**src/rtl/gpenp_pkg.sv**
```systemverilog
package gpenp_pkg;

  // Port geometry and timing.
  localparam int unsigned PINS            = 8;
  localparam int unsigned CLK_PERIOD_NS   = 10;
  localparam int unsigned DEBOUNCE_MS     = 15;
  localparam int unsigned DEBOUNCE_CYCLES = (DEBOUNCE_MS * 1_000_000) / CLK_PERIOD_NS;

  // Field positions of the per-pin configuration register.
  localparam int unsigned CFG_OE_BIT    = 0;
  localparam int unsigned CFG_PP_BIT    = 1;
  localparam int unsigned CFG_PU_BIT    = 2;
  localparam int unsigned CFG_LOCK_BIT  = 3;
  localparam int unsigned CFG_LEVEL_BIT = 4;
  localparam int unsigned CFG_POL_BIT   = 5;
  localparam int unsigned CFG_DEB_BIT   = 6;

  // Field positions of the per-pin routing register.
  localparam int unsigned ROUTE_IRQ_BIT  = 0;
  localparam int unsigned ROUTE_MGMT_BIT = 1;
  localparam int unsigned ROUTE_PWR_BIT  = 2;

  // Masks and values after reset.
  localparam logic [7:0] CFG_RESET       = 8'h44;
  localparam logic [7:0] CFG_LOCKED_MASK = 8'h0f;
  localparam logic [7:0] CFG_EVENT_MASK  = 8'h70;
  localparam logic [7:0] CFG_USED_MASK   = 8'h7f;
  localparam logic [2:0] ROUTE_RESET     = 3'h1;
  localparam logic [7:0] LATCH_RESET     = 8'hff;
  localparam logic [7:0] ENABLE_RESET    = 8'h00;
  localparam logic [7:0] STATUS_RESET    = 8'h00;
  localparam logic [7:0] PIN_RESET       = 8'hff;

  // Configuration space offsets.
  localparam logic [1:0] CFG_ADDR_INDEX  = 2'h0;
  localparam logic [1:0] CFG_ADDR_PINCFG = 2'h1;
  localparam logic [1:0] CFG_ADDR_ROUTE  = 2'h2;

  // Runtime space offsets.
  localparam logic [1:0] RT_ADDR_LATCH  = 2'h0;
  localparam logic [1:0] RT_ADDR_LEVEL  = 2'h1;
  localparam logic [1:0] RT_ADDR_ENABLE = 2'h2;
  localparam logic [1:0] RT_ADDR_STATUS = 2'h3;

  typedef struct packed {
    logic       wr;
    logic       rd;
    logic [1:0] addr;
    logic [7:0] wdata;
  } gpenp_req_t;

  typedef struct packed {
    logic [7:0] out;
    logic [7:0] oe;
    logic [7:0] pu;
  } gpenp_pad_t;

endpackage

```
**src/rtl/gpenp_sync.sv**
```systemverilog
module gpenp_sync #(
  parameter int unsigned     N       = 8,
  parameter logic [N-1:0]    RST_VAL = '1
) (
  // Clock and reset
  input  wire logic         clk,
  input  wire logic         rst_n,
  // Asynchronous input and its synchronised copy
  input  wire logic [N-1:0] din,
  output logic      [N-1:0] dout
);

  typedef struct packed {
    logic [N-1:0] meta;
    logic [N-1:0] sync;
  } gpenp_sync_state_t;

  gpenp_sync_state_t q;
  gpenp_sync_state_t d;

  always_comb
  begin
    d      = q;
    d.meta = din;
    d.sync = q.meta;
  end

  always_ff @(posedge clk or negedge rst_n)
  begin
    if (!rst_n)
    begin
      q <= {RST_VAL, RST_VAL};
    end
    else
    begin
      q <= d;
    end
  end

  assign dout = q.sync;

endmodule

```
**src/rtl/gpenp_debounce.sv**
```systemverilog
module gpenp_debounce #(
  parameter int unsigned  N       = 8,
  parameter int unsigned  CYCLES  = 1500000,
  parameter logic [N-1:0] RST_VAL = '1
) (
  // Clock and reset
  input  wire logic         clk,
  input  wire logic         rst_n,
  // Raw and filtered levels
  input  wire logic [N-1:0] din,
  output logic      [N-1:0] dout
);

  localparam int unsigned CW = $clog2(CYCLES + 1);
  localparam logic [CW-1:0] LAST = CW'(CYCLES - 1);

  typedef struct packed {
    logic [N-1:0]         lvl;
    logic [N-1:0][CW-1:0] cnt;
  } gpenp_deb_state_t;

  gpenp_deb_state_t q;
  gpenp_deb_state_t d;

  // A level is passed on only after it has differed from the output for a
  // whole quiet period; any bounce back restarts the count.
  always_comb
  begin
    d = q;
    for (int i = 0; i < int'(N); i++)
    begin
      if (din[i] == q.lvl[i])
      begin
        d.cnt[i] = '0; // RULE_01
      end
      else if (q.cnt[i] == LAST)
      begin
        d.lvl[i] = din[i]; // RULE_02
        d.cnt[i] = '0;
      end
      else
      begin
        d.cnt[i] = q.cnt[i] + CW'(1);
      end
    end
  end

  always_ff @(posedge clk or negedge rst_n)
  begin
    if (!rst_n)
    begin
      q <= '{lvl: RST_VAL, cnt: '0};
    end
    else
    begin
      q <= d;
    end
  end

  assign dout = q.lvl;

endmodule

```
**src/rtl/gpenp_top.sv**
```systemverilog
// How it works
// RULE_01: Debounced level passes after 15 ms quiet.
// RULE_02: Debounce delays pending rise and fall.
// RULE_03: Config bit 6 enables debouncer, reset on.
// RULE_04: Event enable bit gates system notification.
// RULE_05: Routing bits steer to IRQ, management, wake.
// RULE_06: Config bit 5 selects active polarity.
// RULE_07: Config bit 4 selects edge or level.
// RULE_08: Active edge sets status; write-1 clears.
// RULE_09: Pending means enabled and level or status.
// RULE_10: Output asserts when any routed pin pending.
// RULE_11: Inactive port clears status, blocks, detaches.
// RULE_12: Status clear releases edge; level persists.
// RULE_13: Software disables debounce for level events.
// RULE_14: Software configures, checks status, then enables.
// RULE_15: Enabled output level is the sensed input.
// RULE_16: Lock is set-only and freezes pin.
// RULE_17: Config bit 2 enables weak pull-up.
// RULE_18: Config bit 1 selects push-pull output.
// RULE_19: Config bit 0 enables output driver.
// RULE_20: Basic variant hides event bits and routing.
// RULE_21: Index register selects visible pin registers.
// RULE_22: Output latch drives pins, resets all ones.
// RULE_23: Pin inputs pass two synchronising flops.
module gpenp_top #(
  parameter bit          EVENTS_ON       = 1'b1,
  parameter int unsigned DEBOUNCE_CYCLES = gpenp_pkg::DEBOUNCE_CYCLES
) (
  // Clock and reset
  input  wire logic                 MCLK,
  input  wire logic                 RESET_N,
  // Port activation
  input  wire logic                 PORT_ACTIVE,
  // Configuration space
  input  wire gpenp_pkg::gpenp_req_t CFG_REQ,
  output logic [7:0]                CFG_RDATA,
  output logic                      CFG_RVALID,
  // Runtime space
  input  wire gpenp_pkg::gpenp_req_t RT_REQ,
  output logic [7:0]                RT_RDATA,
  output logic                      RT_RVALID,
  // Pins
  input  wire logic [7:0]           GPIO_IN,
  output gpenp_pkg::gpenp_pad_t     GPIO_PAD,
  // System notification
  output logic                      IRQ_REQ,
  output logic                      MGMT_INT_REQ,
  output logic                      PWR_UP_REQ
);

  localparam int unsigned N = gpenp_pkg::PINS;
  // Bits that a configuration read may show; the basic variant hides the event fields.
  localparam logic [7:0] VIS_MASK = EVENTS_ON ? gpenp_pkg::CFG_USED_MASK
                                  : (gpenp_pkg::CFG_USED_MASK & ~gpenp_pkg::CFG_EVENT_MASK);

  typedef struct packed {
    logic [N-1:0][7:0] cfg;
    logic [N-1:0][2:0] route;
    logic [2:0]        sel;
    logic [N-1:0]      latch;
    logic [N-1:0]      enable;
    logic [N-1:0]      status;
    logic [N-1:0]      prev;
    logic              irq;
    logic              mgmt;
    logic              pwr;
    gpenp_pkg::gpenp_pad_t pad;
    logic [7:0]        cfg_rdata;
    logic              cfg_rvalid;
    logic [7:0]        rt_rdata;
    logic              rt_rvalid;
  } gpenp_state_t;

  gpenp_state_t q;
  gpenp_state_t d;

  logic [1:0]   rst_q;
  logic         rst_n;
  logic [N-1:0] pin_s;
  logic [N-1:0] deb_lvl;
  logic [N-1:0] oe_v;
  logic [N-1:0] pp_v;
  logic [N-1:0] pu_v;
  logic [N-1:0] lock_v;
  logic [N-1:0] ltype_v;
  logic [N-1:0] pol_v;
  logic [N-1:0] deb_v;
  logic [N-1:0] r_irq_v;
  logic [N-1:0] r_mgmt_v;
  logic [N-1:0] r_pwr_v;
  logic [N-1:0] drive_v;
  logic [N-1:0] sense_v;
  logic [N-1:0] lvl_v;
  logic [N-1:0] act_v;
  logic [N-1:0] edge_v;
  logic [N-1:0] pend_v;

  // Reset is released through two flops so that every register leaves
  // reset on the same edge.
  always_ff @(posedge MCLK or negedge RESET_N)
  begin
    if (!RESET_N)
    begin
      rst_q <= 2'h0;
    end
    else
    begin
      rst_q <= {rst_q[0], 1'b1};
    end
  end

  assign rst_n = rst_q[1];

  // Pins idle high behind the default pull-ups, so the chain resets high
  // to avoid a false falling edge after reset.
  gpenp_sync #(
    .N       (N),
    .RST_VAL (gpenp_pkg::PIN_RESET)
  ) u_sync (
    .clk  (MCLK),
    .rst_n(rst_n),
    .din  (GPIO_IN), // RULE_23
    .dout (pin_s)
  );

  // The debouncer sees the sensed level, so a driving pin is filtered like any other.
  gpenp_debounce #(
    .N       (N),
    .CYCLES  (DEBOUNCE_CYCLES),
    .RST_VAL (gpenp_pkg::PIN_RESET)
  ) u_deb (
    .clk  (MCLK),
    .rst_n(rst_n),
    .din  (sense_v),
    .dout (deb_lvl)
  );

  // Per-pin decode of the configuration. In the basic variant the event fields and the
  // routing are forced to zero, so whatever software wrote there has no effect.
  genvar g;
  generate
    for (g = 0; g < int'(N); g++)
    begin : g_pin
      assign oe_v[g]    = q.cfg[g][gpenp_pkg::CFG_OE_BIT];
      assign pp_v[g]    = q.cfg[g][gpenp_pkg::CFG_PP_BIT];
      assign pu_v[g]    = q.cfg[g][gpenp_pkg::CFG_PU_BIT];
      assign lock_v[g]  = q.cfg[g][gpenp_pkg::CFG_LOCK_BIT];
      assign ltype_v[g] = EVENTS_ON & q.cfg[g][gpenp_pkg::CFG_LEVEL_BIT]; // RULE_07 RULE_20
      assign pol_v[g]   = EVENTS_ON & q.cfg[g][gpenp_pkg::CFG_POL_BIT]; // RULE_06 RULE_20
      assign deb_v[g]   = EVENTS_ON & q.cfg[g][gpenp_pkg::CFG_DEB_BIT]; // RULE_03 RULE_20
      assign r_irq_v[g] = EVENTS_ON & q.route[g][gpenp_pkg::ROUTE_IRQ_BIT]; // RULE_05
      assign r_mgmt_v[g] = EVENTS_ON & q.route[g][gpenp_pkg::ROUTE_MGMT_BIT]; // RULE_05
      assign r_pwr_v[g] = EVENTS_ON & q.route[g][gpenp_pkg::ROUTE_PWR_BIT]; // RULE_05
      // An open-drain pin that holds a one is released and reads the wire.
      assign drive_v[g] = oe_v[g] & (pp_v[g] | ~q.latch[g]); // RULE_18 RULE_19
      assign sense_v[g] = drive_v[g] ? q.latch[g] : pin_s[g]; // RULE_15
      assign lvl_v[g]   = deb_v[g] ? deb_lvl[g] : sense_v[g]; // RULE_03
      assign act_v[g]   = ~(lvl_v[g] ^ pol_v[g]); // RULE_06
      assign edge_v[g]  = pol_v[g] ? (lvl_v[g] & ~q.prev[g])
                                   : (~lvl_v[g] & q.prev[g]); // RULE_06 RULE_08
      assign pend_v[g]  = q.enable[g] & (ltype_v[g] ? act_v[g]
                                                    : q.status[g]); // RULE_09 RULE_12
    end
  endgenerate

  always_comb
  begin
    logic [7:0]   cur;
    logic [7:0]   frz;
    logic [7:0]   nxt;
    logic [N-1:0] clr;
    cur = q.cfg[q.sel];
    frz = '0;
    nxt = '0;
    clr = '0;
    d   = q;

    d.cfg_rvalid = 1'b0;
    d.rt_rvalid  = 1'b0;
    // The edge detector watches lvl_v, the debounced level only while config bit 6 is set, so only then does a bounce set nothing.
    d.prev       = lvl_v;

    // Configuration space, always reachable.
    if (CFG_REQ.wr)
    begin
      case (CFG_REQ.addr)
        gpenp_pkg::CFG_ADDR_INDEX:
        begin
          d.sel = CFG_REQ.wdata[2:0]; // RULE_21
        end
        gpenp_pkg::CFG_ADDR_PINCFG:
        begin
          // Software can only raise the lock; nothing but a reset lowers it again.
          frz = cur[gpenp_pkg::CFG_LOCK_BIT] ? gpenp_pkg::CFG_LOCKED_MASK : 8'h00; // RULE_16
          nxt = ((CFG_REQ.wdata & ~frz) | (cur & frz)) & gpenp_pkg::CFG_USED_MASK;
          nxt[gpenp_pkg::CFG_LOCK_BIT] = cur[gpenp_pkg::CFG_LOCK_BIT]
                                       | CFG_REQ.wdata[gpenp_pkg::CFG_LOCK_BIT]; // RULE_16
          d.cfg[q.sel] = nxt; // RULE_21
        end
        gpenp_pkg::CFG_ADDR_ROUTE:
        begin
          d.route[q.sel] = CFG_REQ.wdata[2:0]; // RULE_05 RULE_21
        end
        default:
        begin
        end
      endcase
    end

    if (CFG_REQ.rd)
    begin
      d.cfg_rvalid = 1'b1;
      case (CFG_REQ.addr)
        gpenp_pkg::CFG_ADDR_INDEX:
        begin
          d.cfg_rdata = {5'h00, q.sel}; // RULE_21
        end
        gpenp_pkg::CFG_ADDR_PINCFG:
        begin
          d.cfg_rdata = cur & VIS_MASK; // RULE_20
        end
        gpenp_pkg::CFG_ADDR_ROUTE:
        begin
          // The basic variant has no routing, so the whole register reads zero.
          d.cfg_rdata = EVENTS_ON ? {5'h00, q.route[q.sel]} : 8'h00; // RULE_20
        end
        default:
        begin
          d.cfg_rdata = 8'h00;
        end
      endcase
    end

    // Runtime space; an inactive port ignores writes and reads back zero.
    if (RT_REQ.wr && PORT_ACTIVE)
    begin
      case (RT_REQ.addr)
        gpenp_pkg::RT_ADDR_LATCH:
        begin
          for (int i = 0; i < int'(N); i++)
          begin
            if (!lock_v[i])
            begin
              d.latch[i] = RT_REQ.wdata[i]; // RULE_16 RULE_22
            end
          end
        end
        gpenp_pkg::RT_ADDR_ENABLE:
        begin
          d.enable = RT_REQ.wdata; // RULE_04
        end
        gpenp_pkg::RT_ADDR_STATUS:
        begin
          clr = RT_REQ.wdata; // RULE_08
        end
        default:
        begin
        end
      endcase
    end

    if (RT_REQ.rd)
    begin
      d.rt_rvalid = 1'b1;
      d.rt_rdata  = 8'h00; // RULE_11
      if (PORT_ACTIVE)
      begin
        case (RT_REQ.addr)
          gpenp_pkg::RT_ADDR_LATCH:
          begin
            d.rt_rdata = q.latch; // RULE_22
          end
          gpenp_pkg::RT_ADDR_LEVEL:
          begin
            // A driving pin shows what it drives, so software reads back its own write.
            d.rt_rdata = sense_v; // RULE_15
          end
          gpenp_pkg::RT_ADDR_ENABLE:
          begin
            d.rt_rdata = q.enable; // RULE_04
          end
          gpenp_pkg::RT_ADDR_STATUS:
          begin
            d.rt_rdata = q.status; // RULE_08
          end
          default:
          begin
            d.rt_rdata = 8'h00;
          end
        endcase
      end
    end

    // An edge in the same cycle as a write-one clear keeps the bit set.
    d.status = (q.status & ~clr) | edge_v; // RULE_08 RULE_12
    if (!PORT_ACTIVE)
    begin
      d.status = gpenp_pkg::STATUS_RESET; // RULE_11
    end

    // Notifications are levels that fall as soon as the last routed source stops pending.
    d.irq  = PORT_ACTIVE & |(pend_v & r_irq_v); // RULE_10 RULE_11 RULE_04
    d.mgmt = PORT_ACTIVE & |(pend_v & r_mgmt_v); // RULE_10 RULE_11
    d.pwr = PORT_ACTIVE & |(pend_v & r_pwr_v); // RULE_10 RULE_11

    // Deactivation leaves the pins as they are.
    d.pad.out = q.latch; // RULE_22
    d.pad.oe  = drive_v; // RULE_18 RULE_19
    d.pad.pu  = pu_v; // RULE_17
  end

  always_ff @(posedge MCLK or negedge rst_n)
  begin
    if (!rst_n)
    begin
      // Pins start as inputs with pull-ups on, so nothing is driven until software asks.
      q            <= '0;
      q.cfg        <= {N{gpenp_pkg::CFG_RESET}};
      q.route      <= {N{gpenp_pkg::ROUTE_RESET}};
      q.latch      <= gpenp_pkg::LATCH_RESET;
      q.enable     <= gpenp_pkg::ENABLE_RESET;
      q.status     <= gpenp_pkg::STATUS_RESET;
      q.prev       <= gpenp_pkg::PIN_RESET;
      q.pad.out    <= gpenp_pkg::LATCH_RESET;
      q.pad.pu     <= gpenp_pkg::PIN_RESET;
    end
    else
    begin
      q <= d;
    end
  end

  assign CFG_RDATA  = q.cfg_rdata;
  assign CFG_RVALID = q.cfg_rvalid;
  assign RT_RDATA   = q.rt_rdata;
  assign RT_RVALID  = q.rt_rvalid;
  assign GPIO_PAD   = q.pad;
  assign IRQ_REQ    = q.irq;
  assign MGMT_INT_REQ = q.mgmt;
  assign PWR_UP_REQ = q.pwr;

endmodule

```
**config.mk**
```make
export PLATFORM = sky130hd
export DESIGN_NAME = gpenp_top
export DESIGN_NICKNAME = d
export VERILOG_FILES = /design/src/rtl/gpenp_pkg.sv /design/src/rtl/gpenp_sync.sv /design/src/rtl/gpenp_debounce.sv /design/src/rtl/gpenp_top.sv
export SDC_FILE = /design/constraint.sdc
export NUM_CORES = 1
export LEC_CHECK = 0
export BUFFER_PORTS_ARGS = -buffer_cell sky130_fd_sc_hd__buf_2
export CAP_MARGIN = 20
export CORE_MARGIN = 5
export CORE_UTILIZATION = 45
export DETAILED_ROUTE_END_ITERATION = 16
export SLEW_MARGIN = 5
export SYNTH_ARGS = -nofsm -noshare
export SYNTH_HDL_FRONTEND = slang
export SYNTH_SLANG_ARGS = --single-unit
```
**constraint.sdc**
```tcl
create_clock -name MCLK -period 12.6 [get_ports MCLK]
set_input_delay 1.26 -clock MCLK [delete_from_list [all_inputs] [get_ports MCLK]]
set_output_delay 1.26 -clock MCLK [all_outputs]
set_load 0.005 [all_outputs]
```
### Word level (Yosys, flattened, before mapping)

Cells that the tools add are included.

| word-level totals | value |
|---|---|
| logic and storage cells | 292 |
| bits in registers | 361 |

| operators by class | value |
|---|---|
| muxes and demuxes | 67 |
| order comparisons | 2 |
| $add $sub $neg | 8 |
| eq/ne operators | 21 |
| reductions and logical operators | 27 |
| bitwise logic cells | 110 |

Operators with widths:

| operator | number |
|---|---|
| $mux W21 | 16 |
| $add A21 B1 Y21 const B | 8 |
| $eq A21 B21 Y1 const B | 8 |
| $bwmux W64 | 1 |
| $not A1 Y1 | 48 |
| $mux W8 | 5 |
| $and A1 B1 Y1 | 35 |
| $mux W1 | 34 |
| $and A8 B8 Y8 | 4 |
| $pmux W8 S4 | 1 |
| $bmux W8 S3 | 1 |
| $bwmux W24 | 1 |
| $demux W8 S3 | 1 |
| $reduce_and A2 Y1 | 12 |
| $reduce_and A3 Y1 | 8 |
| $reduce_or A8 Y1 | 3 |
| $pmux W7 S3 | 1 |
| $bmux W3 S3 | 1 |
| $demux W3 S3 | 1 |
| $or A1 B1 Y1 | 9 |
| $eq A1 B1 Y1 | 8 |
| $not A8 Y8 | 1 |
| $or A8 B8 Y8 | 1 |
| $xor A1 B1 Y1 | 8 |
| other kinds (13) | 19 |

### Depth between registers and ports, before layout

| depth | value |
|---|---|
| word-level depth | 12 |
| mapped depth | 8 |
| gate-level depth less buffers | 7 |

### Modules after synthesis

A second synthesis with hierarchy kept.

| second synthesis, totals | value |
|---|---|
| cells, all modules | 1639 |
| area, all modules | 17275.3 µm² |

By module, submodules not included:

| module | cells an instance | sequential area each (µm²) | times used | area an instance (µm²) |
|---|---|---|---|---|
| gpenp_debounce | 929 | 4414.2 | 1 | 8914.8 |
| gpenp_top | 694 | 4098.9 | 1 | 7940.1 |
| gpenp_sync | 16 | 420.4 | 1 | 420.4 |

### Least setup slack after synthesis

OpenSTA, ideal clock, no wires.

| timing path | value |
|---|---|
| path kind | input -> register |
| start point | input CFG_REQ[9] (netlist name) |
| end point | register q (netlist bit ltype_v[5]) |
| path buffers | 3 |
| data arrival time | 2.618 ns |
| stages | 7 |
| setup time | 0.125 ns |
| slack | 9.857 ns |
| cells stage by stage | buf_2 -> nor2b_1 -> and2_1 -> clkbuf_1 -> and3_1 -> buf_2 -> mux2_2 |

| between the ends | value |
|---|---|
| cells in the longest elaborated chain, start to end | 2 |

RTL lines:

| what | RTL line | text |
|---|---|---|
| from (decl) | gpenp_top.sv:35 | `input wire gpenp_pkg::gpenp_req_t CFG_REQ,` |
| $eq A2 B1 Y1 | gpenp_top.sv:186 | `case (CFG_REQ.addr)` |
| $reduce_and A2 Y1 (no line) | - |  |
| to (decl) | gpenp_top.sv:74 | `gpenp_state_t q;` |

Every way passes these cells.
A chain may end at the register's enable or synchronous reset.

### Worst setup path in the final report

| timing path | value |
|---|---|
| start point | register q[79] (netlist name) |
| end point | register q (netlist bit lock_v[1]) |

| between the ends | value |
|---|---|
| cells in the longest elaborated chain, start to end | 5 |

RTL lines:

| what | RTL line | text |
|---|---|---|
| $lt A3 B4 Y1 (not written as such) or $ge A3 B1 Y1 (tied branches) | gpenp_top.sv:198 | `d.cfg[q.sel] = nxt;` |
| $logic_and A1 B1 Y1 (not written as such) | gpenp_top.sv:198 |  |
| $mux W8 (not written as such) | gpenp_top.sv:198 |  |
| $demux W8 S3 | gpenp_top.sv:198 |  |
| $bwmux W64 * | gpenp_top.sv:198 |  |

Every way passes the cells marked *; elsewhere a longest branch is shown, timed or not. The select of a mux whose other input is x is not followed.

==> results_dict.tcl <==
set metrics [dict create \
    outcome "finished, final reports clean" \
    ys_top_cells_by_area "dfrtp_1, dfstp_2, mux2_2" \
    avgRoutedWirePerCell_um 17.8 \
    antenna_left 0 \
    firstDrtPassIters 8 \
    synth_area_per_cell_um2 10.7 \
    vias 11600 \
    core_region_area_um2 37500 \
    grt_max_degree 81 \
    dieArea_um2 41700 \
    p_sw_w 0.00109 \
    critPathBufInv 1 \
    clock_sinks 353 \
    drt-vias-per-instance 5.32 \
    crit_chain "buf_4, mux2i_1, o21ai_0, a221oi_4, nor2b_1, o21ai_0" \
    initial_core_util_pct 45.3 \
    die_w_um 204 \
    fillers 3434 \
    critPathKind "reg2reg" \
    synth_area_um2 17000 \
    io_pins 80 \
    synthDistinctLibCells 76 \
    drc 0 \
    async_flop_share_pct 100 \
    slowest_stage "nor2b_1" \
    finClkSkew_ps 30.1 \
    pwr-share-clk_pct 33.4 \
    synth_enable_flop_cells 0 \
    fmax_mhz 346 \
    ys_ff_latch 353 \
    cts_hold_buffers 0 \
    io_buffers 77 \
    ys.warnings.count 0 \
    hold_viol 0 \
    path_clk_slew_ps 60 \
    switching_share_pct 30.9 \
    gr-usage-all-layers_pct 18.9 \
    syn_to_final_growth_pct 11.3 \
    vdd_drop_max_mv 0.100 \
    maxCapViolCount 0 \
    final_max_slew_viol_count 0 \
    crit_family "compound AO/OA/AOI/OAI gates" \
    overflow 0 \
    p_comb_share_pct 19.4 \
    final_net_count 1674 \
    cts_buffer_depth 3 \
    place_congestion 0.905 \
    powerDensity_nw_per_um2 186 \
    synth.top_cell.area_share_pct 40.2 \
    hold_path_class "reg2async" \
    cts_resized 0 \
    synth_flop_cell "dfrtp_1" \
    post-route-cell-area_um2 18900 \
    drive_gt1_share_pct 22.9 \
    crit_path_end_kind "flop" \
    cp_slowest_stage_delay_ps 710 \
    diodes 0 \
    dp_hpwl_um 26900 \
    grt_pass1_wl_um 63000 \
    setup_violations 0 \
    cp_common_cell "o21ai_0" \
    p_int_w 0.00243 \
    cts-root-buf "clkbuf_16" \
    critPathLaunch "q[79]$_DFFE_PN0P_" \
    rr_worst_depth 6 \
    clkLatencyLatePin_ps 570 \
    die-height_um 204 \
    arrival_ps 3290 \
    cts_tree "done" \
    wirelength_um 38800 \
    placed_area_um2 17500 \
    first_global_vias 11500 \
    num_rows 71 \
    htree_levels 2 \
    synthCells 1585 \
    finalCritPeriodShare_pct 22.9 \
    worstMarginPinSlew_ps 1070 \
    drtIter0Drc 694 \
    fin_crit_ps 2890 \
    post_cts_buffers 0 \
    syn_nets 1628 \
    start_kind "flop" \
    r2r-start "q[79]$_DFFE_PN0P_" \
    rsz0062_at_grt "no" \
    yosysTopAreaCell "dfrtp_1" \
    cts_buffers 40 \
    fin_setup_tns_ps 0 \
    seqPwrFrac_pct 47.1 \
    grt_antenna_before_repair 1 \
    synth-seq-area-share_pct 52.6 \
    r2r_slack_ps 9710 \
    crit_required_ps 13000 \
    critPathMaxFanout 38 \
    relSlewSlack_pct 28.2 \
    p_leak_nw 7.91 \
    reg2reg_to "lock_v[1]$_DFFE_PN0P_" \
    holdWs_ps 225 \
]
==> cell usage after synthesis, types with 8 or more instances <==
cell	count
dfrtp_1	273
nor2_1	254
nand2_1	123
mux2_2	104
nand3_1	88
xor2_1	83
dfstp_2	80
xnor2_1	77
inv_1	48
buf_4	42
nand4_1	31
o21ai_0	27
a21oi_1	25
and3_1	24
buf_2	21
nor3_1	19
nor4_1	16
mux2i_1	15
nor2b_1	15
a21boi_0	13
and4_1	11
clkbuf_1	11
mux4_2	10
or2_2	10
o211ai_1	9
o22ai_1	9
ha_1	8
nand2b_1	8
nand3b_1	8
==> power by group through the flow <==
stage / Combinational, W / Sequential, W / Clock [W]
final: 0.000684 / 0.00166 / 0.00118
after global placement: 0.000672 / 0.00167 / 0
after floorplan: 0.000552 / 0.00158 / 0
after global routing: 0.000754 / 0.00169 / 0.00126
after CTS: 0.000684 / 0.00166 / 0.00121
after detailed placement: 0.000681 / 0.00167 / 0
==> per-layer routing <==
metal	routed length [um]	vias up	global-route usage, %
li1	-	5531	-
met1	17900	5710	26.9
met2	17900	261	29.5
met3	2020	64	3.22
met4	1010	2	6.27
met5	7	-	0
==> worst register-to-register path, cell delays in order (launching register included) <==
cell and delay [ps]:
dfrtp_1 330, buf_4 420, mux2i_1 420, o21ai_0 190
a221oi_4 460, nor2b_1 710, o21ai_0 220
==> state kept, by name (all words and copies together), names as in the netlist <==
name,flops
RT_RVALID,1
RT_RDATA,8
PWR_UP_REQ,1
u_deb.dout,8
u_sync.dout,8
IRQ_REQ,1
MGMT_INT_REQ,1
CFG_RDATA,7
GPIO_PAD,24
q,51
pp_v,8
u_deb.q,168
u_sync.d,8
deb_v,8
oe_v,8
ltype_v,8
rst_q,2
lock_v,8
d,16
pol_v,8
CFG_RVALID,1
==> placed cells by master, fill, tap and decap left out, types with 13 or more instances in the layout <==
master | Yosys | final
xor2_1 | 83 | 83
inv_1 | 48 | 48
buf_2 | 21 | 77
nor3_1 | 19 | 19
a21oi_1 | 25 | 25
nor2_1 | 254 | 254
o21ai_0 | 27 | 27
nand2_1 | 123 | 123
mux2_2 | 104 | 104
mux2i_1 | 15 | 15
nand3_1 | 88 | 88
dfstp_2 | 80 | 80
a21boi_0 | 13 | 13
xnor2_1 | 77 | 77
nand4_1 | 31 | 31
nor2b_1 | 15 | 15
nor4_1 | 16 | 16
clkbuf_16 | 0 | 41
and3_1 | 24 | 24
dfrtp_1 | 273 | 272
==> metrics by stage <==
stage          util (%)  total power, W  instances  worst slack, ps
2_1_floorplan         -         0.00213       1585             2170
4_1_cts            50.3         0.00355       2172             9590
5_1_grt            50.4         0.00370       2174             9650
3_5_place_dp       46.7         0.00235       2098             9440
3_3_place_gp       46.7         0.00234       2098             9470
6_report           50.4         0.00352       2174             9710
==> worst max path at each step <==
stage / endpoint / slack (ps) / cells past startpoint
detailed placement: pol_v[7]$_DFFE_PN0P_ / 9440 / 5
global placement: pp_v[7]$_DFFE_PN0P_ / 9470 / 5
floorplan: CFG_RDATA[0]$_DFFE_PN0P_ / 2170 / 0
finish: lock_v[1]$_DFFE_PN0P_ / 9710 / 6
CTS: ltype_v[0]$_DFFE_PN0P_ / 9590 / 2
global route: RT_RVALID$_DFF_PN0_ / 9650 / 3
==> cells by family (layout without fill, tap and decap cells) <==
family | count (synthesis) | count (layout) | synth area share [%]
AND/OR/NAND/NOR | 664 | 664 | 19.3
flip-flops | 353 | 353 | 52.6
multiplexers | 133 | 133 | 9.44
buffers and inverters | 131 | 209 | 4.26
other | 2 | 2 | 0.0442
AO/OA/AOI/OAI | 134 | 134 | 5.47
XOR/XNOR | 160 | 160 | 8.25
adder cells (fa/ha/maj) | 8 | 8 | 0.589
==> final cells by class <==
type	instances	area [um2]	share of cell area [%]
clock inverter	15	133	0.701
inverter	49	184	0.973
sequential	353	8940	47.3
tap	511	639	3.38
clock buffer	59	1200	6.37
timing repair buffer	86	485	2.57
multi-input combinational	1101	7320	38.7
Note: power is estimated with default switching activity, not from simulation.
